**config.mk**
```make
export PLATFORM = sky130hd
export DESIGN_NAME = arsr_top
export DESIGN_NICKNAME = d
export VERILOG_FILES = /design/src/rtl/arsr_pkg.sv /design/src/rtl/arsr_conv_if.sv /design/src/rtl/arsr_top.sv /design/src/rtl/arsr_conv_seq.sv
export VERILOG_INCLUDE_DIRS = /design/src /design/src/rtl
export SDC_FILE = /design/constraint.sdc
export NUM_CORES = 1
export LEC_CHECK = 0
export CAP_MARGIN = 40
export CELL_PAD_IN_SITES_DETAIL_PLACEMENT = 1
export CELL_PAD_IN_SITES_GLOBAL_PLACEMENT = 1
export CORE_AREA = 10 10 218 117
export DETAILED_ROUTE_END_ITERATION = 12
export DIE_AREA = 0 0 228 127
export DONT_BUFFER_PORTS = 1
export GPL_TIMING_DRIVEN = 0
export PLACE_DENSITY = 0.6
export SLEW_MARGIN = 30
export SYNTH_ARGS = -nofsm -noshare
export SYNTH_HDL_FRONTEND = slang
export SYNTH_SLANG_ARGS = --single-unit
```
**constraint.sdc**
```tcl
create_clock -name sys_clk_in -period 4.45 [get_ports sys_clk_in]
set_input_delay 0.2225 -clock sys_clk_in [delete_from_list [all_inputs] [get_ports sys_clk_in]]
set_output_delay 0.2225 -clock sys_clk_in [all_outputs]
set_load 0.01 [all_outputs]
```
**src/rtl/arsr_regs.svh**
```systemverilog
// Register offsets, field positions, reset values and timing counts
`ifndef ARSR_REGS_SVH
`define ARSR_REGS_SVH

// Pointer values (low three pointer bits)
`define ARSR_PTR_BITS 3
`define ARSR_PTR_RESULT 3'h0
`define ARSR_PTR_STATUS 3'h1
`define ARSR_PTR_CONFIG 3'h2

// Reset values
`define ARSR_RESULT_RST 12'h000
`define ARSR_STATUS_RST 2'h0
`define ARSR_CONFIG_RST 8'h00

// Result word fields
`define ARSR_RES_ALERT 15
`define ARSR_RES_MSB 11

// Status fields
`define ARSR_ST_OVER 1
`define ARSR_ST_UNDER 0

// Configuration fields
`define ARSR_CFG_CYC_MSB 7
`define ARSR_CFG_CYC_LSB 5
`define ARSR_CFG_HOLD 4
`define ARSR_CFG_FLAG_EN 3
`define ARSR_CFG_WMASK 8'hFD

// Timing: one conversion time is the base of the automatic interval
`define ARSR_CLK_PERIOD_NS 10
`define ARSR_CONV_TIME_NS 1000
`define ARSR_CONV_CYCLES \
  ((`ARSR_CONV_TIME_NS + `ARSR_CLK_PERIOD_NS - 1) / `ARSR_CLK_PERIOD_NS)
// Interval code 1 gives 32 conversion times, each step doubles it
`define ARSR_AUTO_SHIFT_BASE 5'h04

`endif

```
**src/rtl/arsr_pkg.sv**
```systemverilog
// Types shared by the result and alert status register block
package arsr_pkg;

  typedef enum logic {ARSR_IDLE, ARSR_BUSY} arsr_phase_t;

  typedef struct packed {
    arsr_phase_t phase;
    logic pending;
    logic start;
    logic [31:0] timer;
  } arsr_seq_state_t;

  typedef struct packed {
    logic [11:0] result;
    logic over;
    logic under;
    logic [7:0] cfg;
    logic [15:0] rdata;
    logic rvalid;
    logic alert_flag;
  } arsr_top_state_t;

endpackage

```
**src/rtl/arsr_conv_if.sv**
```systemverilog
// Link between the register block and its conversion sequencer
`timescale 1ns/1ps
`default_nettype none
interface arsr_conv_if;
  logic read_trig;
  logic [2:0] cycle_code;
  logic conv_done;
  logic start;

  modport seq (input read_trig, input cycle_code, input conv_done,
               output start);
  modport ctl (output read_trig, output cycle_code, output conv_done,
               input start);
endinterface
`default_nettype wire

```
**src/rtl/arsr_top.sv**
```systemverilog
// Result, alert status and configuration registers of the converter
// How it works
// - Normal mode: each result read starts a conversion that replaces it.
// - Result bits 11:0 straight binary, MSB bit 11; bits 14:12 read zero.
// - Result register at pointer 0, read-only, resets to zero.
// - With alert bit enable on, result bit 15 reads one if any flag set.
// - Result bit 15 reads zero when enable off or no flag set.
// - Status register at pointer 1, readable and writable, resets to zero.
// - Both status flags are active high: one means limit crossed.
// - Status bits 7:2 read zero; the controller writes zeros there.
// - Over-range flag sets when a result exceeds the high limit.
// - Over flag self-clears on a result below high limit minus margin.
// - Under-range flag sets when a result is below the low limit.
// - Under flag self-clears on a result above low limit plus margin.
// - Writing one to a flag bit clears that flag.
// - Margin-based self-clearing happens only while alert hold is off.
// - With alert hold on, a set flag stays until the controller clears it.
// - Configuration register at pointer 2, readable and writable.
// - Only the three low pointer bits select a register.
// - Hold off: flags self-clear once back inside limits by the margin.
// - Nonzero interval field selects automatic periodic conversions.
`timescale 1ns/1ps
`default_nettype none
`include "arsr_regs.svh"
module arsr_top #(
  parameter int unsigned CONV_BASE_CYCLES = `ARSR_CONV_CYCLES
) (
  // Clock and reset
  input wire logic sys_clk_in,
  input wire logic rst_in,
  // Register access port
  input wire logic [7:0] reg_ptr_in,
  input wire logic reg_wr_in,
  input wire logic [7:0] reg_wdata_in,
  input wire logic reg_rd_in,
  output logic [15:0] reg_rdata_out,
  output logic reg_rvalid_out,
  // Converter core
  output logic conv_start_out,
  input wire logic conv_done_in,
  input wire logic [11:0] conv_data_in,
  // Limit values from the limit registers
  input wire logic [11:0] high_limit_in,
  input wire logic [11:0] low_limit_in,
  input wire logic [11:0] threshold_margin_in,
  // Status toward the alert pin logic
  output logic [1:0] alert_status_out,
  output logic alert_flag_out,
  output logic [7:0] config_out
);

  ////////////////////////////////////////////////////////////////////////
  // State

  localparam arsr_pkg::arsr_top_state_t RST = '{
    result: `ARSR_RESULT_RST,
    over: 1'b0,
    under: 1'b0,
    cfg: `ARSR_CONFIG_RST,
    rdata: 16'h0000,
    rvalid: 1'b0,
    alert_flag: 1'b0};

  arsr_pkg::arsr_top_state_t s;
  arsr_pkg::arsr_top_state_t next_s;

  logic [`ARSR_PTR_BITS-1:0] ptr;
  logic [1:0] w1c;
  logic [12:0] ext_data;
  logic [12:0] high_minus;
  logic [12:0] low_plus;

  arsr_conv_if conv_link ();

  ////////////////////////////////////////////////////////////////////////
  // Read decode

  function automatic logic [15:0] read_word(
    input logic [`ARSR_PTR_BITS-1:0] sel,
    input arsr_pkg::arsr_top_state_t st);
    logic [15:0] w;
    w = 16'h0000;
    unique case (sel)
      `ARSR_PTR_RESULT:
      begin
        w[`ARSR_RES_MSB:0] = st.result;
        w[`ARSR_RES_ALERT] = st.cfg[`ARSR_CFG_FLAG_EN]
          & (st.over | st.under);
      end
      `ARSR_PTR_STATUS:
      begin
        w[`ARSR_ST_OVER] = st.over;
        w[`ARSR_ST_UNDER] = st.under;
      end
      `ARSR_PTR_CONFIG:
      begin
        w[7:0] = st.cfg;
      end
      default:
      begin
        w = 16'h0000;
      end
    endcase
    read_word = w;
  endfunction

  ////////////////////////////////////////////////////////////////////////
  // Sequencer link

  assign ptr = reg_ptr_in[`ARSR_PTR_BITS-1:0];
  assign conv_link.read_trig = reg_rd_in && (ptr == `ARSR_PTR_RESULT);
  assign conv_link.cycle_code =
    s.cfg[`ARSR_CFG_CYC_MSB:`ARSR_CFG_CYC_LSB];
  assign conv_link.conv_done = conv_done_in;

  arsr_conv_seq #(
    .CONV_BASE_CYCLES(CONV_BASE_CYCLES)
  ) u_seq (
    .sys_clk_in(sys_clk_in),
    .rst_in(rst_in),
    .link(conv_link.seq)
  );

  ////////////////////////////////////////////////////////////////////////
  // Limit arithmetic, widened so the sum never wraps and bit 12 flags a negative difference

  assign ext_data = {1'b0, conv_data_in};
  assign high_minus = {1'b0, high_limit_in} - {1'b0, threshold_margin_in};
  assign low_plus = {1'b0, low_limit_in} + {1'b0, threshold_margin_in};

  assign w1c = (reg_wr_in && ptr == `ARSR_PTR_STATUS) ?
    reg_wdata_in[1:0] : 2'h0;

  ////////////////////////////////////////////////////////////////////////
  // Next state

  always_comb
  begin
    next_s = s;
    next_s.rvalid = 1'b0;
    if (reg_rd_in)
    begin
      next_s.rdata = read_word(ptr, s);
      next_s.rvalid = 1'b1;
    end
    if (reg_wr_in && ptr == `ARSR_PTR_CONFIG)
    begin
      next_s.cfg = reg_wdata_in & `ARSR_CFG_WMASK;
    end
    // Clear by writing one; a same-cycle set below wins
    if (w1c[`ARSR_ST_OVER])
    begin
      next_s.over = 1'b0;
    end
    if (w1c[`ARSR_ST_UNDER])
    begin
      next_s.under = 1'b0;
    end
    if (conv_done_in)
    begin
      next_s.result = conv_data_in;
      if (conv_data_in > high_limit_in)
      begin
        next_s.over = 1'b1;
      end
      else if (!s.cfg[`ARSR_CFG_HOLD] && ext_data < high_minus
               && !high_minus[12])
      begin
        next_s.over = 1'b0;
      end
      if (conv_data_in < low_limit_in)
      begin
        next_s.under = 1'b1;
      end
      else if (!s.cfg[`ARSR_CFG_HOLD] && ext_data > low_plus)
      begin
        next_s.under = 1'b0;
      end
    end
    next_s.alert_flag = next_s.cfg[`ARSR_CFG_FLAG_EN]
      & (next_s.over | next_s.under);
  end

  ////////////////////////////////////////////////////////////////////////
  // Registers

  always_ff @(posedge sys_clk_in or posedge rst_in)
  begin
    if (rst_in)
    begin
      s <= RST;
    end
    else
    begin
      s <= next_s;
    end
  end

  ////////////////////////////////////////////////////////////////////////
  // Outputs

  assign reg_rdata_out = s.rdata;
  assign reg_rvalid_out = s.rvalid;
  assign conv_start_out = conv_link.start;
  assign alert_status_out = {s.over, s.under};
  assign alert_flag_out = s.alert_flag;
  assign config_out = s.cfg;

endmodule
`default_nettype wire

```
**src/rtl/arsr_conv_seq.sv**
```systemverilog
// Conversion sequencer: read-triggered or interval-timed conversion starts
`timescale 1ns/1ps
`default_nettype none
`include "arsr_regs.svh"
module arsr_conv_seq #(
  parameter int unsigned CONV_BASE_CYCLES = `ARSR_CONV_CYCLES
) (
  // Clock and reset
  input wire logic sys_clk_in,
  input wire logic rst_in,
  // Control link
  arsr_conv_if.seq link
);

  generate
    if (CONV_BASE_CYCLES < 1 || CONV_BASE_CYCLES > 32'h0000_FFFF)
    begin : g_bad
      $error("CONV_BASE_CYCLES out of range");
    end
  endgenerate

  localparam arsr_pkg::arsr_seq_state_t RST = '{
    phase: arsr_pkg::ARSR_IDLE, pending: 1'b0, start: 1'b0,
    timer: 32'h0000_0000};

  arsr_pkg::arsr_seq_state_t s;
  arsr_pkg::arsr_seq_state_t next_s;

  function automatic logic [31:0] interval_len(input logic [2:0] code);
    logic [31:0] base;
    base = 32'(CONV_BASE_CYCLES);
    interval_len = base << (5'(code) + `ARSR_AUTO_SHIFT_BASE);
  endfunction

  assign link.start = s.start;

  always_comb
  begin
    next_s = s;
    next_s.start = 1'b0;
    if (link.cycle_code == 3'h0)
    begin
      next_s.timer = 32'h0000_0000;
      if (link.read_trig)
      begin
        next_s.pending = 1'b1;
      end
    end
    else if (s.timer >= interval_len(link.cycle_code) - 32'h0000_0001)
    begin
      next_s.timer = 32'h0000_0000;
      next_s.pending = 1'b1;
    end
    else
    begin
      next_s.timer = s.timer + 32'h0000_0001;
    end
    unique case (s.phase)
      arsr_pkg::ARSR_IDLE:
      begin
        if (next_s.pending)
        begin
          next_s.start = 1'b1;
          next_s.pending = 1'b0;
          next_s.phase = arsr_pkg::ARSR_BUSY;
        end
      end
      arsr_pkg::ARSR_BUSY:
      begin
        if (link.conv_done)
        begin
          next_s.phase = arsr_pkg::ARSR_IDLE;
        end
      end
    endcase
  end

  always_ff @(posedge sys_clk_in or posedge rst_in)
  begin
    if (rst_in)
    begin
      s <= RST;
    end
    else
    begin
      s <= next_s;
    end
  end

endmodule
`default_nettype wire

```
==> results of run 1 <==
[per-stage QoR]
step	worst slack (ns)	cell area (µm²)	cells
2_1_floorplan	1.03	6010	675
3_3_place_gp	0.201	6390	982
3_5_place_dp	0.175	6430	984
4_1_cts	0.133	6790	1001
5_1_grt	0.183	6800	1001
6_report	0.427	6800	1001
[layer usage]
metal  vias up  global-route usage [%]  wire, µm
met5         -                       0         0
met4         0                    1.75        56
met3         2                    3.65      1200
met2        83                    17.3      7160
met1      2304                    21.6     11100
li1       2341                       -         -
[worst max-delay path, stage by stage, from the launching register on]
cell and delay (ns):
dfrtp_1 0.40, clkbuf_2 0.23, inv_1 0.20, ha_1 0.30, or3b_2 0.52, o21ai_0 0.17, o21ai_0 0.13, a21oi_1 0.16
o21ai_0 0.16, ha_1 0.34, a21o_1 0.19, a21o_1 0.17, a21oi_1 0.14, o22ai_1 0.10, nor3_2 0.26, o21a_1 0.25
o221ai_1 0.16
[cell families (layout without fill, tap and decap cells)]
| logic type | after synthesis | after routing | synth area share [%] |
|---|---|---|---|
| DFF | 71 | 71 | 29.9 |
| other | 2 | 19 | 0.126 |
| xor gates and xnor gates | 46 | 46 | 6.78 |
| AOI/OAI and AO/OA | 147 | 147 | 15.6 |
| and+or+nand+nor | 165 | 165 | 14.1 |
| buffers and inverters | 108 | 127 | 8.71 |
| muxes | 21 | 21 | 3.91 |
| adders and majority gates | 98 | 98 | 20.9 |
[path summary, 6_finish.rpt]
path                            cells past startpoint                to           from
max in group asynchronous                           3             s[31]         rst_in
worst min register to register                      2  reg_rdata_out[9]          s[37]
min in group asynchronous                           2       u_seq.s[25]         rst_in
worst max register to register                     16       u_seq.s[34]  config_out[6]
worst max-delay path                               16       u_seq.s[34]  config_out[6]
worst min-delay path                                1  reg_rdata_out[3]      reg_rd_in
[area by class of cell]
class                           count  area [µm²]  share of cell area (%)
Clock inverter                      5         106                    1.56
Clock buffer                       10         229                    3.37
Timing Repair Buffer                4        52.6                   0.773
Multi-Input combinational cell    496        3730                    54.8
Inverter                           68         258                    3.79
Tap cell                          307         384                    5.65
Sequential cell                    71        1780                    26.1
Buffer                             40         264                    3.88
[cell usage in the layout (no fill, tap or decap), types with 18 or more instances in the layout]
master and n:
nor2_1 45, conb_1 19, xnor2_1 21, xor2_1 25, ha_1 96, inv_1 67
buf_4 26, mux2_2 18, nand3_1 20, dfrtp_1 71, o21ai_0 46, a21oi_1 35
nand2_1 32
[report_power, final]
part / switching [mW] / internal, mW
Combinational: 0.430 / 0.312
Sequential: 0.0575 / 0.704
Clock: 0.289 / 0.547
[timing repair]
action                                 in CTS  in global routing
resized for setup                           0                  5
endpoints found under the hold margin      31                  0
hold buffers                                2                  0
setup endpoints to repair                   0                 26
[registers in the layout, indices dropped and copies added (netlist names)]
signal	cells
u_seq.s	34
u_seq.link.start	1
reg_rdata_out	13
reg_rvalid_out	1
s	12
alert_status_out	2
alert_flag_out	1
config_out	7
==> impl_results.md, run 1 <==
* CP endpoint kind: register
* Most frequent cell after synthesis: ha_1
* Biggest fanout along the worst timing path at 9
* Share of cells above drive strength 1 at around 11%
* Drt first-iter violations at 297
* Post-synth ARST share at 100%
* Hold Fails Final Rpt at 0
* Syn avg cell area at about 9 µm²
* Gpl congestion at slightly above 0.8
* Synth warnings at 0
* Max-cap violations at 0
* Die Span Y at roughly 130 µm
* Peak Freq at 0.249 GHz
* Leakage at 3.18 nW
* Clock sinks at a little over 70
* Vias after detailed routing at between 4000 and 5000
* CP Class: register to register
* Die width at ~230 µm
* Worst-path clk slew at roughly 0.060 ns
* I/O pins at 98
* Slew Viols, Final at 0
* Worst-skew pair later-pin latency at between 0.3 and 0.4 ns
* Core Area at 22000 µm²
* Skew final at 0.00947 ns
* Max VDD drop at 0.185 mV
* Synth Flop Type: dfrtp_1
* DP Wirelength at ~16 mm
* Wirelength, routed at about 20 mm
* DR pass1 iterations at 4
* Number of global-route vias before repair at about 4800
* Depth of the CTS H-tree at 3
* Initial Util at 27.0%
* Initial antenna violation count at 1
* Startpoint types: register
* PD cells at between 300 and 400 nW/µm²
* Final setup violation count at 0
* Post-synth top area cell: dfrtp_1
* R2R Setup Slk at 0.43 ns
* Fin util at between 30% and 40%
* Setup TNS at 0 ns
* Hold Path Class: primary input to register
* DRT antenna net count at 0
* Worst Tran Pin Value at between 0.7 and 0.8 ns
* CTS Root Buffer Type: clkbuf_16
* Tot GR Track Use at between 10% and 20%
* Netlist Area Pre-Place at around 5900 µm²
* Postcts setup bufs at 0
* RSZ-0062 raised after global routing: false
* CTS tree: built
* DR WL/cell at 19.5 µm
* Area share of the largest cell type after synthesis at between 20% and 30%
* Final period utilization at between 90% and 100%
* Critical Path AT at around 4.2 ns
* # port buffers at 0
* Seq/Total Area, Yosys at approximately 30%
* Slew headroom at between 50% and 60%
* Longest Clk Path Bufs at 2
* CTS Buf Count at 9
* Synth area leaders: dfrtp_1 (30%), ha_1 (20%), inv_1 (4.3%)
* Vias per cell at roughly 4.7
* Distinct cells, synth at 58
* Synth top cells by count: ha_1 (96), dfrtp_1 (71), inv_1 (68)
* Fill count at around 2600
* Final Total Pwr at between 2 and 2.5 mW
* Post-synth EDFFs at 0
* GRT overflow at 0
* Mapped Cells at 658
* Largest net degree at the start of global routing at 43
* Rows at 39
* Yosys reg bits at 71
* Global-route wire length before repair at about 30 mm
* # diodes at 0
* Status: complete, no violations
* Req. time, crit path at ~4.6 ns
* Tmin final at slightly above 4 ns
* Hold slack at 0.0196 ns
* Die area at about 29000 µm²
* # DRC at 0
* Area growth syn-to-layout at 14.4%
* Nets@finish at between 800 and 900
(Power assumes the default switching activity.)
==> inputs of run 2 (changes only) <==
Settings changed: ABC_AREA from default to 1, CORE_AREA 10 10 218 117 to 10 10 219 117, DIE_AREA 0 0 228 127 to 0 0 229 127, PLACE_DENSITY 0.6 to 0.62.
==> run 2 against run 1 <==
Register-to-register slack gained 0.06 ns. Via count grew 8.9%. Critical endpoint is now u_seq.s[5]. Highest routed layer unchanged. Largest power group is now registers. Clock-buffer cell count is 1 lower. Final area up 2.2%. Flip-flop and latch count did not move. Final cell count increased by 13%.
==> impl_results.md, run 2 <==
* Status: complete, no violations
* Placed Cells at between 1000 and 1500
* Worst-skew pair later-pin latency at between 0.3 and 0.4 ns
* Setup WS post-layout at ~0.49 ns
* Skew final at ~0.0094 ns
* CTS Buf Count at 9
* Delay-heaviest family, CP: simple AND/OR/NAND/NOR gates
* Post-synth EDFFs at 0
* DP Wirelength at around 17 mm
* Share of cells above drive strength 1 at under 10%
* # DRC at 0
* Tot GR Track Use at between 10% and 20%
* Global-route wire length before repair at around 32 mm
* Synth top cells by count: nand2_1 (163), inv_1 (104), ha_1 (96)
* Initial antenna violation count at 0
* Yosys reg bits at a little over 70
* DR WL/cell at between 15 and 20 µm
* RSZ-0062 raised after global routing: false
* Worst-path clk slew at about 0.06 ns
* Die area at ~29000 µm²
* Comb pwr share at ~33%
* Area share of the largest cell type after synthesis at slightly below 30%
* Switching Fraction at a little over a third
* Slew Viols, Final at 0
* Number of global-route vias before repair at 5050
* Synth warnings at 0
* Area after DPL at 6520 µm²
* Nets@finish at a little under 1000
* Crit-path most repeated cell: inv_1
* Die Span Y at 127 µm
* Vias after detailed routing at between 5000 and 6000
* Worst Tran Pin Value at 0.773 ns
* Largest net degree at the start of global routing at between 40 and 50
* Final period utilization at 89.1%
* Biggest register: u_seq.s
* Slew headroom at between 40% and 50%
* DRT antenna net count at 0
* Max-cap violations at 0
* Startpoint types: register
* Post-synth top area cell: dfrtp_1
* Pre-CTS setup slack at 0.343 ns
* Initial Util at ~27%
* Most frequent cells in the layout: nand2_1 (163), inv_1 (103), ha_1 (96)
* Final Total Pwr at 2.22 mW
* Hold Fails Final Rpt at 0
* Req. time, crit path at 4.69 ns
* Gpl congestion at 0.842
* Largest register FFs at 34
* Synth area leaders: dfrtp_1 (29%), ha_1 (20%), nand2_1 (10%)
* Post-synth ARST share at 100%
* CP Cell Sequence: inv_1 -> ha_1 -> nor2_1 -> inv_1 -> o21ai_1 -> inv_1 -> nor3_2 -> nand2_1 -> ha_1 -> nand2_1 -> inv_1 -> nor4_1 -> nand3_1 -> a21oi_1 -> nand2_1 -> buf_2 -> nor3_1
* Clock share of power at about 33%
* Critical Path AT at 4.21 ns
* Core Area at around 22000 µm²
* CTS Root Buffer Type: clkbuf_16
* Final instance area at about 6900 µm²
* Fin util at a little under a third
* Depth of the CTS H-tree at 3
* Peak Freq at between 0.2 and 0.3 GHz
* GRT overflow at 0
* Final setup violation count at 0
* Drt first-iter violations at roughly 360
* Syn avg cell area at 7.80 µm²
* Setup TNS at 0 ns
* Hold Path Class: primary input to register
* Die width at ~230 µm
* Internal at between 1 and 1.5 mW
* Area growth syn-to-layout at 15.0%
* Sequential Power Share at between 30% and 40%
* I/O pins at 98
* Rows at 39
* Tmin final at 3.96 ns
* Postcts setup bufs at 0
* CTS tree: built
* Longest Clk Path Bufs at 2
* Max stage delay on crit path at around 0.52 ns
* Finished Layout Cells at roughly 1100
* Max VDD drop at ~0.16 mV
* CP endpoint kind: register
* # port buffers at 0
* Vias per cell at 4.56
* Most frequent cell after synthesis: nand2_1
* Worst path buffer plus inverter count at 5
* Biggest fanout along the worst timing path at 10
* Sw power at about 0.8 mW
* Mapped Cells at slightly below 800
* Hold slack at 0.0154 ns
* Netlist Area Pre-Place at 6040 µm²
* Clock sinks at just over 70
* DR pass1 iterations at 4
* Seq/Total Area, Yosys at 29.4%
* Leakage at between 3 and 4 nW
* Slowest-stage cell, CP: dfrtp_1
* Commonest non-fill, non-tap cell in the layout: nand2_1
* Distinct cells, synth at around 50
* Wirelength, routed at slightly above 20 mm
* CP Class: register to register
* PD cells at 320 nW/µm²
* Synth Flop Type: dfrtp_1
* Fill count at 2743
[run 2: cell types whose count changed after synthesis, moves of 11 or more]
cell,before,now
nand2_1,32,163
inv_1,68,104
a21oi_1,35,55
o21ai_0,47,29
mux2_2,18,3
nor2_1,46,60
nand2b_1,11,0
[run 2: cell families after synthesis]
| family | after synthesis | share of synthesized area, % |
|---|---|---|
| buf+inv | 142 | 10.5 |
| other cells | 2 | 0.124 |
| compound gates | 124 | 11.8 |
| mux | 3 | 0.559 |
| simple gates | 295 | 21.4 |
| flops | 71 | 29.4 |
| xor+xnor | 39 | 5.66 |
| fa+ha+maj | 98 | 20.6 |
[run 2: repair_timing]
action,CTS,global route
endpoints found under the setup margin,0,3
hold buffers,12,0
endpoints found under the hold margin,37,0
resized for setup,0,1
[run 2: power groups by stage]
stage / logic, mW / registers (mW) / clock network [mW]
detailed placement: 0.706 / 0.773 / 0
global route: 0.828 / 0.766 / 0.788
global placement: 0.686 / 0.772 / 0
floorplan: 0.522 / 0.743 / 0
finish: 0.727 / 0.758 / 0.736
CTS: 0.720 / 0.761 / 0.761
[run 2: worst reg2reg max path: stages (launching register included)]
cell     delay [ns]
dfrtp_1        0.52
inv_1          0.18
ha_1           0.35
nor2_1         0.26
inv_1          0.11
o21ai_1        0.16
inv_1          0.13
nor3_2         0.24
nand2_1        0.15
ha_1           0.32
nand2_1        0.07
inv_1          0.04
nor4_1         0.27
nand3_1        0.11
a21oi_1        0.16
nand2_1        0.27
buf_2          0.32
nor3_1         0.21
[run 2: area by class of cell]
type | instances | area [µm²] | area share [%]
Inverter | 110 | 418 | 6.01
Clock inverter | 7 | 72.6 | 1.04
Antenna cell | 1 | 2.50 | 0.0360
Tap cell | 307 | 384 | 5.53
Clock buffer | 9 | 225 | 3.24
Buffer | 32 | 221 | 3.19
Multi-Input combinational cell | 578 | 3690 | 53.2
Sequential cell | 71 | 1780 | 25.6
Timing Repair Buffer | 14 | 153 | 2.20
[run 2: routing by layer]
layer | vias to the layer above | track usage [%] | share of wire [%]
met3 | 5 | 3.60 | 7.1
met5 | - | 0 | 0
met1 | 2432 | 23.4 | 57
met2 | 118 | 17.6 | 36
li1 | 2594 | - | -
met4 | 0 | 2.09 | 0.40
[run 2: worst paths after layout]
check	depth (start not counted)	start	slack, ns	end
min in group asynchronous	2	rst_in	0.35	u_seq.s[23]
worst max-delay path	17	config_out[5]	0.49	u_seq.s[5]
worst max register to register	17	config_out[5]	0.49	u_seq.s[5]
max in group asynchronous	3	rst_in	3.53	reg_rdata_out[1]
worst min register to register	1	u_seq.s[0]	0.47	u_seq.s[0]
worst min-delay path	2	conv_data_in[9]	0.02	s[37]
